### src/logic/cts_pkg.sv
// Constants and types for the cache target select and stash front end
// How it works
// - Target 0 selects primary data cache
// - Target 1 selects platform I/O cache
// - Target 2 selects own secondary cache
// - Values 0 and 2 never stash identifiers
// - Only 3, 5, 7 valid stash identifiers
// - Values 4, 6, 8-31 reserved
// - Zero identifier disables stashing for that cache
// - Identifiers come from control register fields
// - Translation always on, no real mode
// - Missing entry raises matching miss interrupt
// - Faults precise, faulting state preserved
// - Caches tagged with real addresses
// - Write-through primary keeps dirty data secondary
// - Secondary supports core and primary coherency
// - Fetches ignore guarded attribute
// - Non-snooping primary data ignores coherence bit
// - Primary instruction cache does not snoop
// - Real address width 32 to 64
// - Pages set translation granularity, sizes varied; here one fixed 4 KB page size (PAGE_SH = 12)
package cts_pkg;
    localparam int CT_W       = 5;
    localparam int ID_W       = 5;
    localparam int EA_W       = 32;
    localparam int RA_W       = 36;
    localparam int PAGE_SH    = 12;
    localparam int VPN_W      = EA_W - PAGE_SH;
    localparam int RPN_W      = RA_W - PAGE_SH;
    localparam int TLB_N      = 8;
    localparam int TLB_IW     = 3;
    localparam logic [CT_W-1:0] CT_PRIMARY   = 5'h00;
    localparam logic [CT_W-1:0] CT_PLATFORM  = 5'h01;
    localparam logic [CT_W-1:0] CT_SECONDARY = 5'h02;
    localparam logic [CT_W-1:0] ID_EXT_A     = 5'h03;
    localparam logic [CT_W-1:0] ID_EXT_B     = 5'h05;
    localparam logic [CT_W-1:0] ID_EXT_C     = 5'h07;
    localparam logic [ID_W-1:0] ID_NONE      = 5'h00;
    // Attribute bit positions
    localparam int ATTR_W = 5;
    localparam int ATTR_G = 1;
    localparam int ATTR_M = 2;
    localparam int ATTR_I = 3;
    localparam int ATTR_W_T = 4;

    typedef enum logic [3:0] {
        CTS_TGT_NONE      = 4'h1,
        CTS_TGT_PRIMARY   = 4'h2,
        CTS_TGT_PLATFORM  = 4'h4,
        CTS_TGT_SECONDARY = 4'h8
    } cts_tgt_t;

    typedef enum logic [2:0] {
        CTS_ST_IDLE  = 3'h1,
        CTS_ST_DONE  = 3'h2,
        CTS_ST_FAULT = 3'h4
    } cts_st_t;
endpackage

### src/logic/cts_tlb_mem.sv
// Small translation entry store with registered read data
`timescale 1ns/100ps
module cts_tlb_mem
    import cts_pkg::*;
(
    input  wire logic                 clk,          // Clock
    input  wire logic                 rst_n,        // Sync reset
    input  wire logic                 ce,           // Clock enable
    input  wire logic                 wr_en,        // Write entry
    input  wire logic [TLB_IW-1:0]    wr_idx,       // Write index
    input  wire logic [VPN_W-1:0]     wr_vpn,       // Virtual page
    input  wire logic [RPN_W-1:0]     wr_rpn,       // Real page
    input  wire logic [ATTR_W-1:0]    wr_attr,      // Attributes
    input  wire logic                 wr_valid,     // Entry valid
    input  wire logic [VPN_W-1:0]     lk_vpn,       // Lookup page
    output logic                      hit_q,        // Lookup hit
    output logic [RPN_W-1:0]          rpn_q,        // Lookup real page
    output logic [ATTR_W-1:0]         attr_q        // Lookup attributes
);
    logic [VPN_W-1:0]  vpn_q  [TLB_N];
    logic [RPN_W-1:0]  rpnm_q [TLB_N];
    logic [ATTR_W-1:0] atm_q  [TLB_N];
    logic [TLB_N-1:0]  val_q;
    logic              hit_d;
    logic [RPN_W-1:0]  rpn_d;
    logic [ATTR_W-1:0] attr_d;

    always_comb begin
        hit_d  = 1'b0;
        rpn_d  = '0;
        attr_d = '0;
        for (int i = 0; i < TLB_N; i++) begin
            if (val_q[i] && vpn_q[i] == lk_vpn) begin
                hit_d  = 1'b1;
                rpn_d  = rpnm_q[i];
                attr_d = atm_q[i];
            end
        end
    end

    genvar g;
    for (g = 0; g < TLB_N; g++) begin : g_ent
        always_ff @(posedge clk) begin
            if (!rst_n) begin
                val_q[g]  <= 1'b0;
                vpn_q[g]  <= '0;
                rpnm_q[g] <= '0;
                atm_q[g]  <= '0;
            end else if (ce && wr_en && wr_idx == TLB_IW'(g)) begin
                val_q[g]  <= wr_valid;
                vpn_q[g]  <= wr_vpn;
                rpnm_q[g] <= wr_rpn;
                atm_q[g]  <= wr_attr;
            end
        end
    end

    always_ff @(posedge clk) begin
        if (!rst_n) begin
            hit_q  <= 1'b0;
            rpn_q  <= '0;
            attr_q <= '0;
        end else if (ce) begin
            hit_q  <= hit_d;
            rpn_q  <= rpn_d;
            attr_q <= attr_d;
        end
    end
endmodule

### src/logic/cts_front.sv
// Cache target decode, stash identifier match and always-on translation
`timescale 1ns/100ps
module cts_front
    import cts_pkg::*;
(
    input  wire logic                 clk,                 // Clock, 10 MHz
    input  wire logic                 rst_n,               // Sync reset, low
    input  wire logic                 ce,                  // Clock enable
    // Control register fields
    input  wire logic [ID_W-1:0]      primary_stash_ident,   // Primary stash id
    input  wire logic [ID_W-1:0]      secondary_stash_ident, // Secondary stash id
    input  wire logic                 l1d_write_through,   // Primary write-through
    input  wire logic                 l1d_snoop_en,        // Primary data snoops
    // Pipeline cache op
    input  wire logic                 cop_valid,           // Cache op request
    input  wire logic [CT_W-1:0]      cache_target_field,  // Target field
    output logic                      cop_done_q,          // Decode done pulse
    output cts_pkg::cts_tgt_t         cop_tgt_q,           // Decoded target
    // External stash request (from pins)
    input  wire logic                 stash_req,           // Stash request
    input  wire logic [ID_W-1:0]      stash_id,            // Requested id
    input  wire logic [RA_W-1:0]      stash_addr,          // Real address
    output logic                      stash_l1_q,          // Prefetch to primary
    output logic                      stash_l2_q,          // Prefetch to secondary
    output logic                      stash_drop_q,        // Request ignored
    output logic [RA_W-1:0]           stash_addr_q,        // Prefetch address
    // Translation entry write
    input  wire logic                 tlb_wr,              // Write entry
    input  wire logic [TLB_IW-1:0]    tlb_idx,             // Entry index
    input  wire logic [VPN_W-1:0]     tlb_vpn,             // Virtual page
    input  wire logic [RPN_W-1:0]     tlb_rpn,             // Real page
    input  wire logic [ATTR_W-1:0]    memory_attr_bits,    // Page attributes
    input  wire logic                 tlb_valid,           // Entry valid
    // Access translation
    input  wire logic                 acc_valid,           // Access request
    input  wire logic                 acc_fetch,           // Fetch, else data
    input  wire logic                 acc_store,           // Data store
    input  wire logic [EA_W-1:0]      effective_addr,      // Access address
    output logic                      acc_ready,           // Can take request
    output logic                      acc_done_q,          // Translated pulse
    output logic [RA_W-1:0]           real_addr_q,         // Real address tag
    output logic                      acc_cacheable_q,     // Cache may allocate
    output logic                      acc_coherent_q,      // Snoop coherent
    output logic                      acc_l2_dirty_q,      // Dirty kept secondary
    output logic                      itlb_miss_q,         // Fetch miss pulse
    output logic                      dtlb_miss_q,         // Data miss pulse
    output logic                      prot_fault_q,        // Protection fault
    output logic [EA_W-1:0]           fault_ea_q,          // Faulting address
    output logic                      fault_store_q,       // Fault was store
    input  wire logic                 fault_ack            // Handler restart
);
    import cts_pkg::*;

    function automatic logic id_usable(input logic [ID_W-1:0] id);
        return id == ID_EXT_A || id == ID_EXT_B || id == ID_EXT_C;
    endfunction

    // Pin synchronisers for the stash request
    logic            sreq_s1_q, sreq_s2_q;
    logic [ID_W-1:0] sid_s1_q, sid_s2_q;
    logic [RA_W-1:0] sad_s1_q, sad_s2_q;
    always_ff @(posedge clk) begin
        if (!rst_n) begin
            sreq_s1_q <= 1'b0;
            sreq_s2_q <= 1'b0;
            sid_s1_q  <= '0;
            sid_s2_q  <= '0;
            sad_s1_q  <= '0;
            sad_s2_q  <= '0;
        end else if (ce) begin
            sreq_s1_q <= stash_req;
            sreq_s2_q <= sreq_s1_q;
            sid_s1_q  <= stash_id;
            sid_s2_q  <= sid_s1_q;
            sad_s1_q  <= stash_addr;
            sad_s2_q  <= sad_s1_q;
        end
    end

    // Cache target decode
    logic     cop_done_d;
    cts_tgt_t cop_tgt_d;
    always_comb begin
        cop_done_d = cop_valid;
        cop_tgt_d  = cop_tgt_q;
        if (cop_valid) begin
            case (cache_target_field)
                CT_PRIMARY:   cop_tgt_d = CTS_TGT_PRIMARY;
                CT_PLATFORM:  cop_tgt_d = CTS_TGT_PLATFORM;
                CT_SECONDARY: cop_tgt_d = CTS_TGT_SECONDARY;
                default:      cop_tgt_d = CTS_TGT_NONE;
            endcase
        end
    end
    always_ff @(posedge clk) begin
        if (!rst_n) begin
            cop_done_q <= 1'b0;
            cop_tgt_q  <= CTS_TGT_NONE;
        end else if (ce) begin
            cop_done_q <= cop_done_d;
            cop_tgt_q  <= cop_tgt_d;
        end
    end

    // Stash match: identifiers from control fields, zero disables
    logic            sreq_d1_q;
    logic            stash_l1_d, stash_l2_d, stash_drop_d;
    logic [RA_W-1:0] stash_addr_d;
    logic            sreq_rise;
    assign sreq_rise = sreq_s2_q && !sreq_d1_q;
    always_comb begin
        stash_l1_d   = 1'b0;
        stash_l2_d   = 1'b0;
        stash_drop_d = 1'b0;
        stash_addr_d = stash_addr_q;
        if (sreq_rise) begin
            if (id_usable(sid_s2_q) && sid_s2_q != ID_NONE) begin
                stash_l1_d = sid_s2_q == primary_stash_ident;
                stash_l2_d = sid_s2_q == secondary_stash_ident;
            end
            stash_drop_d = !(stash_l1_d || stash_l2_d);
            if (!stash_drop_d) begin
                stash_addr_d = sad_s2_q;
            end
        end
    end
    always_ff @(posedge clk) begin
        if (!rst_n) begin
            sreq_d1_q    <= 1'b0;
            stash_l1_q   <= 1'b0;
            stash_l2_q   <= 1'b0;
            stash_drop_q <= 1'b0;
            stash_addr_q <= '0;
        end else if (ce) begin
            sreq_d1_q    <= sreq_s2_q;
            stash_l1_q   <= stash_l1_d;
            stash_l2_q   <= stash_l2_d;
            stash_drop_q <= stash_drop_d;
            stash_addr_q <= stash_addr_d;
        end
    end

    // Translation: every access goes through the entry store
    logic              hit;
    logic [RPN_W-1:0]  rpn;
    logic [ATTR_W-1:0] attr;
    cts_tlb_mem u_tlb (
        .clk      (clk),
        .rst_n    (rst_n),
        .ce       (ce),
        .wr_en    (tlb_wr),
        .wr_idx   (tlb_idx),
        .wr_vpn   (tlb_vpn),
        .wr_rpn   (tlb_rpn),
        .wr_attr  (memory_attr_bits),
        .wr_valid (tlb_valid),
        .lk_vpn   (effective_addr[EA_W-1:PAGE_SH]),
        .hit_q    (hit),
        .rpn_q    (rpn),
        .attr_q   (attr)
    );

    cts_st_t         st_q, st_d;
    logic            pend_q, pend_d;
    logic            fetch_q, fetch_d, store_q, store_d;
    logic [EA_W-1:0] ea_q, ea_d;
    logic            done_d, imiss_d, dmiss_d, pf_d, cach_d, coh_d, dirty_d;
    logic [RA_W-1:0] ra_d;
    logic [EA_W-1:0] fea_d;
    logic            fst_d;
    logic            guard_fault;

    assign acc_ready   = st_q == CTS_ST_IDLE && !pend_q;
    // Fetch ignores guarded; store to guarded page is the protection fault here
    assign guard_fault = !fetch_q && store_q && attr[ATTR_G];

    always_comb begin
        st_d    = st_q;
        pend_d  = pend_q;
        fetch_d = fetch_q;
        store_d = store_q;
        ea_d    = ea_q;
        done_d  = 1'b0;
        imiss_d = 1'b0;
        dmiss_d = 1'b0;
        pf_d    = 1'b0;
        ra_d    = real_addr_q;
        cach_d  = acc_cacheable_q;
        coh_d   = acc_coherent_q;
        dirty_d = acc_l2_dirty_q;
        fea_d   = fault_ea_q;
        fst_d   = fault_store_q;
        case (st_q)
            CTS_ST_IDLE: begin
                if (pend_q) begin
                    pend_d = 1'b0;
                    if (!hit) begin
                        imiss_d = fetch_q;
                        dmiss_d = !fetch_q;
                        fea_d   = ea_q;
                        fst_d   = store_q;
                        st_d    = CTS_ST_FAULT;
                    end else if (guard_fault) begin
                        pf_d  = 1'b1;
                        fea_d = ea_q;
                        fst_d = store_q;
                        st_d  = CTS_ST_FAULT;
                    end else begin
                        done_d  = 1'b1;
                        ra_d    = {rpn, ea_q[PAGE_SH-1:0]};
                        cach_d  = !attr[ATTR_I];
                        coh_d   = attr[ATTR_M] && (fetch_q ? 1'b0 : l1d_snoop_en);
                        dirty_d = store_q && l1d_write_through;
                    end
                end else if (acc_valid) begin
                    pend_d  = 1'b1;
                    fetch_d = acc_fetch;
                    store_d = acc_store && !acc_fetch;
                    ea_d    = effective_addr;
                end
            end
            CTS_ST_FAULT: begin
                if (fault_ack) begin
                    st_d = CTS_ST_IDLE;
                end
            end
            default: st_d = CTS_ST_IDLE;
        endcase
    end

    always_ff @(posedge clk) begin
        if (!rst_n) begin
            st_q            <= CTS_ST_IDLE;
            pend_q          <= 1'b0;
            fetch_q         <= 1'b0;
            store_q         <= 1'b0;
            ea_q            <= '0;
            acc_done_q      <= 1'b0;
            itlb_miss_q     <= 1'b0;
            dtlb_miss_q     <= 1'b0;
            prot_fault_q    <= 1'b0;
            real_addr_q     <= '0;
            acc_cacheable_q <= 1'b0;
            acc_coherent_q  <= 1'b0;
            acc_l2_dirty_q  <= 1'b0;
            fault_ea_q      <= '0;
            fault_store_q   <= 1'b0;
        end else if (ce) begin
            st_q            <= st_d;
            pend_q          <= pend_d;
            fetch_q         <= fetch_d;
            store_q         <= store_d;
            ea_q            <= ea_d;
            acc_done_q      <= done_d;
            itlb_miss_q     <= imiss_d;
            dtlb_miss_q     <= dmiss_d;
            prot_fault_q    <= pf_d;
            real_addr_q     <= ra_d;
            acc_cacheable_q <= cach_d;
            acc_coherent_q  <= coh_d;
            acc_l2_dirty_q  <= dirty_d;
            fault_ea_q      <= fea_d;
            fault_store_q   <= fst_d;
        end
    end

    a_target_primary: assert property (@(posedge clk) disable iff (!rst_n)
        ce && cop_valid && cache_target_field == CT_PRIMARY
        |=> cop_done_q && cop_tgt_q == CTS_TGT_PRIMARY)
        else $error("target 0 not primary");
    a_target_platform: assert property (@(posedge clk) disable iff (!rst_n)
        ce && cop_valid && cache_target_field == CT_PLATFORM
        |=> cop_tgt_q == CTS_TGT_PLATFORM)
        else $error("target 1 not platform");
    a_target_second: assert property (@(posedge clk) disable iff (!rst_n)
        ce && cop_valid && cache_target_field == CT_SECONDARY
        |=> cop_tgt_q == CTS_TGT_SECONDARY)
        else $error("target 2 not secondary");
    a_stash_legal_id: assert property (@(posedge clk) disable iff (!rst_n)
        ce && (stash_l1_d || stash_l2_d) |-> id_usable(sid_s2_q))
        else $error("stash accepted with illegal id");
    a_stash_zero_off: assert property (@(posedge clk) disable iff (!rst_n)
        ce && (stash_l1_d || stash_l2_d)
        |-> (!stash_l1_d || primary_stash_ident != ID_NONE)
        && (!stash_l2_d || secondary_stash_ident != ID_NONE))
        else $error("stash with zero identifier");
    a_stash_drop_one: assert property (@(posedge clk) disable iff (!rst_n)
        $rose(stash_drop_q) |-> !stash_l1_q && !stash_l2_q
        && $stable(stash_addr_q))
        else $error("dropped stash changed state");
    a_miss_kind: assert property (@(posedge clk) disable iff (!rst_n)
        ce && pend_q && st_q == CTS_ST_IDLE && !hit
        |=> (itlb_miss_q ^ dtlb_miss_q) && itlb_miss_q == $past(fetch_q))
        else $error("wrong miss kind");
    a_fault_hold: assert property (@(posedge clk) disable iff (!rst_n)
        st_q == CTS_ST_FAULT && !fault_ack |=> st_q == CTS_ST_FAULT
        && $stable(fault_ea_q))
        else $error("fault state lost");
endmodule

### config.mk
export PLATFORM = sky130hd
export DESIGN_NAME = cts_front
export DESIGN_NICKNAME = d
export VERILOG_FILES = /design/src/logic/cts_pkg.sv /design/src/logic/cts_tlb_mem.sv /design/src/logic/cts_front.sv
export SDC_FILE = /design/constraint.sdc
export NUM_CORES = 1
export LEC_CHECK = 0
export BUFFER_PORTS_ARGS = -buffer_cell sky130_fd_sc_hd__buf_2
export CORE_AREA = 2 2 258 260
export DETAILED_ROUTE_END_ITERATION = 10
export DIE_AREA = 0 0 260 262
export GPL_ROUTABILITY_DRIVEN = 0
export HOLD_SLACK_MARGIN = 0.1
export PLACE_DENSITY = 0.66
export SYNTH_ARGS = -nofsm -noshare
export SYNTH_HDL_FRONTEND = slang
export SYNTH_HIERARCHICAL = 1
export SYNTH_SLANG_ARGS = --single-unit
### constraint.sdc
create_clock -name clk -period 6.6 [get_ports clk]
set_input_delay 0.33 -clock clk [delete_from_list [all_inputs] [get_ports clk]]
set_output_delay 0.33 -clock clk [all_outputs]
set_load 0.1 [all_outputs]
* After elaboration in Yosys (flattened, before gate mapping)
Memories as Yosys holds them, arrays and structs flattened. Cells that the tools add are included. Widths: inputs -> output; s select.
Cells by class: eq/ne operators 28, muxes and demuxes 107, bitwise operators 26, reductions and logical operators 44
Operators with widths (number):
- $mux 24 | 16
- $eq 20x20->1 | 8
- $mux 20 | 8
- $mux 32 | 2
- $mux 1 | 59
- $mux 5 | 8
- $mux 4 | 8
- $logic_and 1x1->1 | 25
- $or 1x1->1 | 24
- $eq 3x3->1 const B | 5
- $mux 3 | 4
- $pmux 4 s3 | 1
- $reduce_and 4->1 | 3
- $eq 5x2->1 const B | 2
- $eq 5x3->1 const B | 2
- $eq 5x5->1 | 2
- $eq 3x1->1 const B | 2
- $eq 3x2->1 const B | 2
- $logic_not 1->1 | 6
- $ne 2x2->1 const B | 3
- $pmux 3 s2 | 1
- $eq 5x1->1 const B | 1
- $logic_not 5->1 | 1
- $reduce_and 5->1 | 1
- other kinds (7) | 11
Storage, ports and cells: flip-flop bits (word level) 280, bits in writable memories 392, output and inout port bits 121, logic and storage cells 247, memories kept 3
Memories:
- u_tlb.rpnm_q | words 8, bits a word 24, read ports 8, clocked after memory_dff 0, wr ports 8, RTL line cts_tlb_mem.sv:21 | logic [RPN_W-1:0] rpnm_q [TLB_N];
- u_tlb.vpn_q | words 8, bits a word 20, read ports 8, clocked after memory_dff 0, wr ports 8, RTL line cts_tlb_mem.sv:20 | logic [VPN_W-1:0] vpn_q [TLB_N];
- u_tlb.atm_q | words 8, bits a word 5, read ports 8, clocked after memory_dff 0, wr ports 8, RTL line cts_tlb_mem.sv:22 | logic [ATTR_W-1:0] atm_q [TLB_N];

* Depth between registers and ports, before layout
An unclocked memory read counts as a cell.
depth after elaboration 11, mapped depth 11, gate-level depth less buffers 7

* Cells and area by module
Netlist, hierarchy kept.
Modules (own cells, without submodules):
- cts_tlb_mem | instances 1, cells each 1510, area each 19951.6 um2, sequential area each 12532.0 um2
- cts_front | instances 1, cells each 976, area each 9236.4 um2, sequential area each 4844.6 um2

* Worst setup path before layout
OpenSTA, ideal clock, no wires.
kind in2reg, start input port tlb_idx[2], end memory u_tlb.atm_q[0][0], enable pin, data arrival time 4.262 ns, path slack 1.813 ns, cell stages on the path 2, path buffers 0, cell sequence or3_1 > o21ai_0
RTL lines:
- start: declaration | RTL line cts_front.sv:29 | input wire logic [TLB_IW-1:0] tlb_idx,
- end: declaration | RTL line cts_tlb_mem.sv:22

==> impl_metrics.csv <==
group,metric,value,unit
clock_tree,cts-root-buf,"clkbuf_16",
timing,fmax,306,MHz
logic_synthesis,syn_nets,2587,
critical_path,crit_type,"flip-flop to flip-flop",
placed_design,port_buffers,271,
floorplanning,row_count,94,
status,status,"finished, final reports clean",
logic_synthesis,synth_cells,2434,
clock_tree,cts_sinks,654,
finish,ff_latch_area,0.0169,mm²
hold_path,whs_path_depth,2,
routing,routed_wl,79.5,mm
timing,final.min_clock_period,3.27,ns
critical_path,cp-end-kind,"flip-flop",
timing,worst_pin_slew,1.14,ns
timing,finalHoldViolations,0,
critical_path,startpoint,"u_tlb/vpn_q[1][20]$_SDFFCE_PN0P_",
finish,n_fill_cell,5619,
routing,drt-vias-per-instance,5.38,
critical_path,crit_fanout,55,
critical_path,r2r_cells,8,
pwr,p_per_area,269,mW/mm²
finish,nets,2871,
routing,dr.pass1.iters,7,
clock_tree,postCtsSetupRepairBufs,0,
timing,slew_violations,0,
floorplanning,start_util,43.6,%
routing,first_iter_violations,1688,
clock_tree,cts_buffers,68,
hold_path,worstHoldStart,"tlb_rpn[5]",
routing,detail-route-antenna-nets,0,
clock_tree,clkSlewWorstSetupHoldPaths,0.06,ns
floorplanning,ios,274,
clock_tree,clk_latency,0.61,ns
clock_tree,postCtsHoldBufs,87,
timing,fin_skew,0.0181,ns
pwr,irDropWorstVdd,183,µV
placed_design,dp.cells,3425,
floorplanning,die_h,262,µm
critical_path,r2r-start,"u_tlb/vpn_q[1][20]$_SDFFCE_PN0P_",
global_route,grt_usage,23.0,%
routing,wl_per_cell,21.8,µm
floorplanning,die_area,0.0681,mm²
clock_tree,cts_tree,"done",
clock_tree,clock_path_buffers,3,
critical_path,cp.required,7.15,ns
global_route,antenna_found_initial,10,
finish,multi_input_area,0.0108,mm²
logic_synthesis,syn_area,0.0284,mm²
clock_tree,htreeDepth,3,
logic_synthesis,yosysWarnings,6,
critical_path,r2r_slack,3.33,ns
timing,max-slew-margin-rel,24.0,%
global_route,grt_max_degree,168,
global_route,grt_overflow,0,
placed_design,place_hpwl,47.2,mm
global_route,grt_first_pass_wirelength,118,mm
timing,min_period_over_period,49.5,%
routing,drc_errors,0,
hold_path,hold_path.class,"input pin to flip-flop",
floorplanning,die_x,260,µm
floorplanning,core_area,0.0653,mm²
logic_synthesis,synth_area_per_cell,11.7,µm²
global_route,grt_pass1_vias,19800,
critical_path,r2r-end,"u_tlb/rpn_q[19]$_SDFFE_PN0P_",
routing,dr_total_vias,19600,
critical_path,arrival,3.82,ns
timing,rsz0062_at_grt,"false",
finish,instances_no_fill,3638,
clock_tree,ctsResizeCount,0,
timing,setup_tns,0,ns
finish,final_layout_size_suffix_gt1_share,17.7,%
timing,finalSetupViolCount,0,
pwr,p_leak,12.2,nW
hold_path,holdPathEnd,"u_tlb/rpnm_q[0][5]$_SDFFCE_PN0P_",
finish,synthToLayoutAreaGrowth,18.1,%
run,maxCapViolCount,0,
critical_path,start_kind,"flip-flop",
## state kept, by name, indices dropped and copies added (netlist names), 32 cells and up
name and flops:
ea_q 32, fault_ea_q 32, real_addr_q 36, sad_s1_q 36
sad_s2_q 36, stash_addr_q 36, u_tlb/rpnm_q 192, u_tlb/vpn_q 160
## cells in the final DEF (no fill, tap or decap), types with 48 or more instances in the layout
cell type	count
xor2_1	61
xnor2_1	100
nor2b_1	93
nand2_1	359
a21boi_1	48
clkbuf_16	71
dlygate4sd3_1	87
and2_1	383
mux2i_1	121
dfxtp_1	278
a21boi_0	61
edfxtp_1	376
buf_2	269
## stage by stage
stage / hold WS, ns / area [µm²] / power (mW) / utilization (%) / setup WS (ns)
after floorplan: 0.426 / 28400 / 4.98 / - / 1.96
after global placement: 0.438 / 30400 / 5.17 / 46.6 / 3.16
after detailed placement: 0.440 / 30400 / 5.19 / 46.6 / 3.09
after CTS: 0.102 / 33600 / 9.11 / 51.4 / 3.41
after global routing: 0.133 / 33600 / 9.32 / 51.4 / 3.26
final: 0.142 / 33600 / 9.04 / 51.4 / 3.33
## routing by layer
metal  routed length, µm  part of all wire [%]  up-vias  global-route usage, %
met1               32800                    41     9552                   29.2
met3                6690                   8.4      141                   4.65
met2               38000                    48      785                   39.3
li1                    -                     -     9070                      -
met5                 110                  0.14        -                      0
met4                1870                   2.4       16                   7.84
## cell type report
| class | count | share of cell area (%) |
|---|---|---|
| clock inverters | 29 | 0.887 |
| multi-input cells | 1587 | 32.2 |
| inverters | 13 | 0.145 |
| diodes | 1 | 0.00745 |
| flip-flops and latches | 654 | 50.2 |
| repair buffers | 394 | 7.48 |
| clock buffers | 96 | 5.88 |
| well taps | 864 | 3.22 |
## worst max-delay path: stages (launching register included)
cell and delay, ns:
edfxtp_1 0.38, xnor2_1 0.15, nand4_1 0.24, nor4_1 0.79, and2_1 0.23, buf_4 0.51
a221oi_1 0.23, a2111oi_2 0.43, o221a_1 0.23
## power by group
part	internal, mW	leakage [nW]	total [mW]	switching (mW)
clock network	2.30	1.12	3.88	1.58
logic	0.220	5.22	0.590	0.370
registers	4.49	5.86	4.57	0.0765
## how the worst max path moves through the flow
stage	endpoint	slack [ns]	depth (start not counted)
floorplan	u_tlb/atm_q[0][1]$_SDFFCE_PN0P_	1.96	2
global placement	u_tlb/rpn_q[19]$_SDFFE_PN0P_	3.16	9
detailed placement	u_tlb/rpn_q[19]$_SDFFE_PN0P_	3.09	9
CTS	u_tlb/rpn_q[19]$_SDFFE_PN0P_	3.41	8
global route	u_tlb/rpn_q[19]$_SDFFE_PN0P_	3.26	8
finish	u_tlb/rpn_q[19]$_SDFFE_PN0P_	3.33	8
No activity file was read; power rests on OpenSTA's default activity.
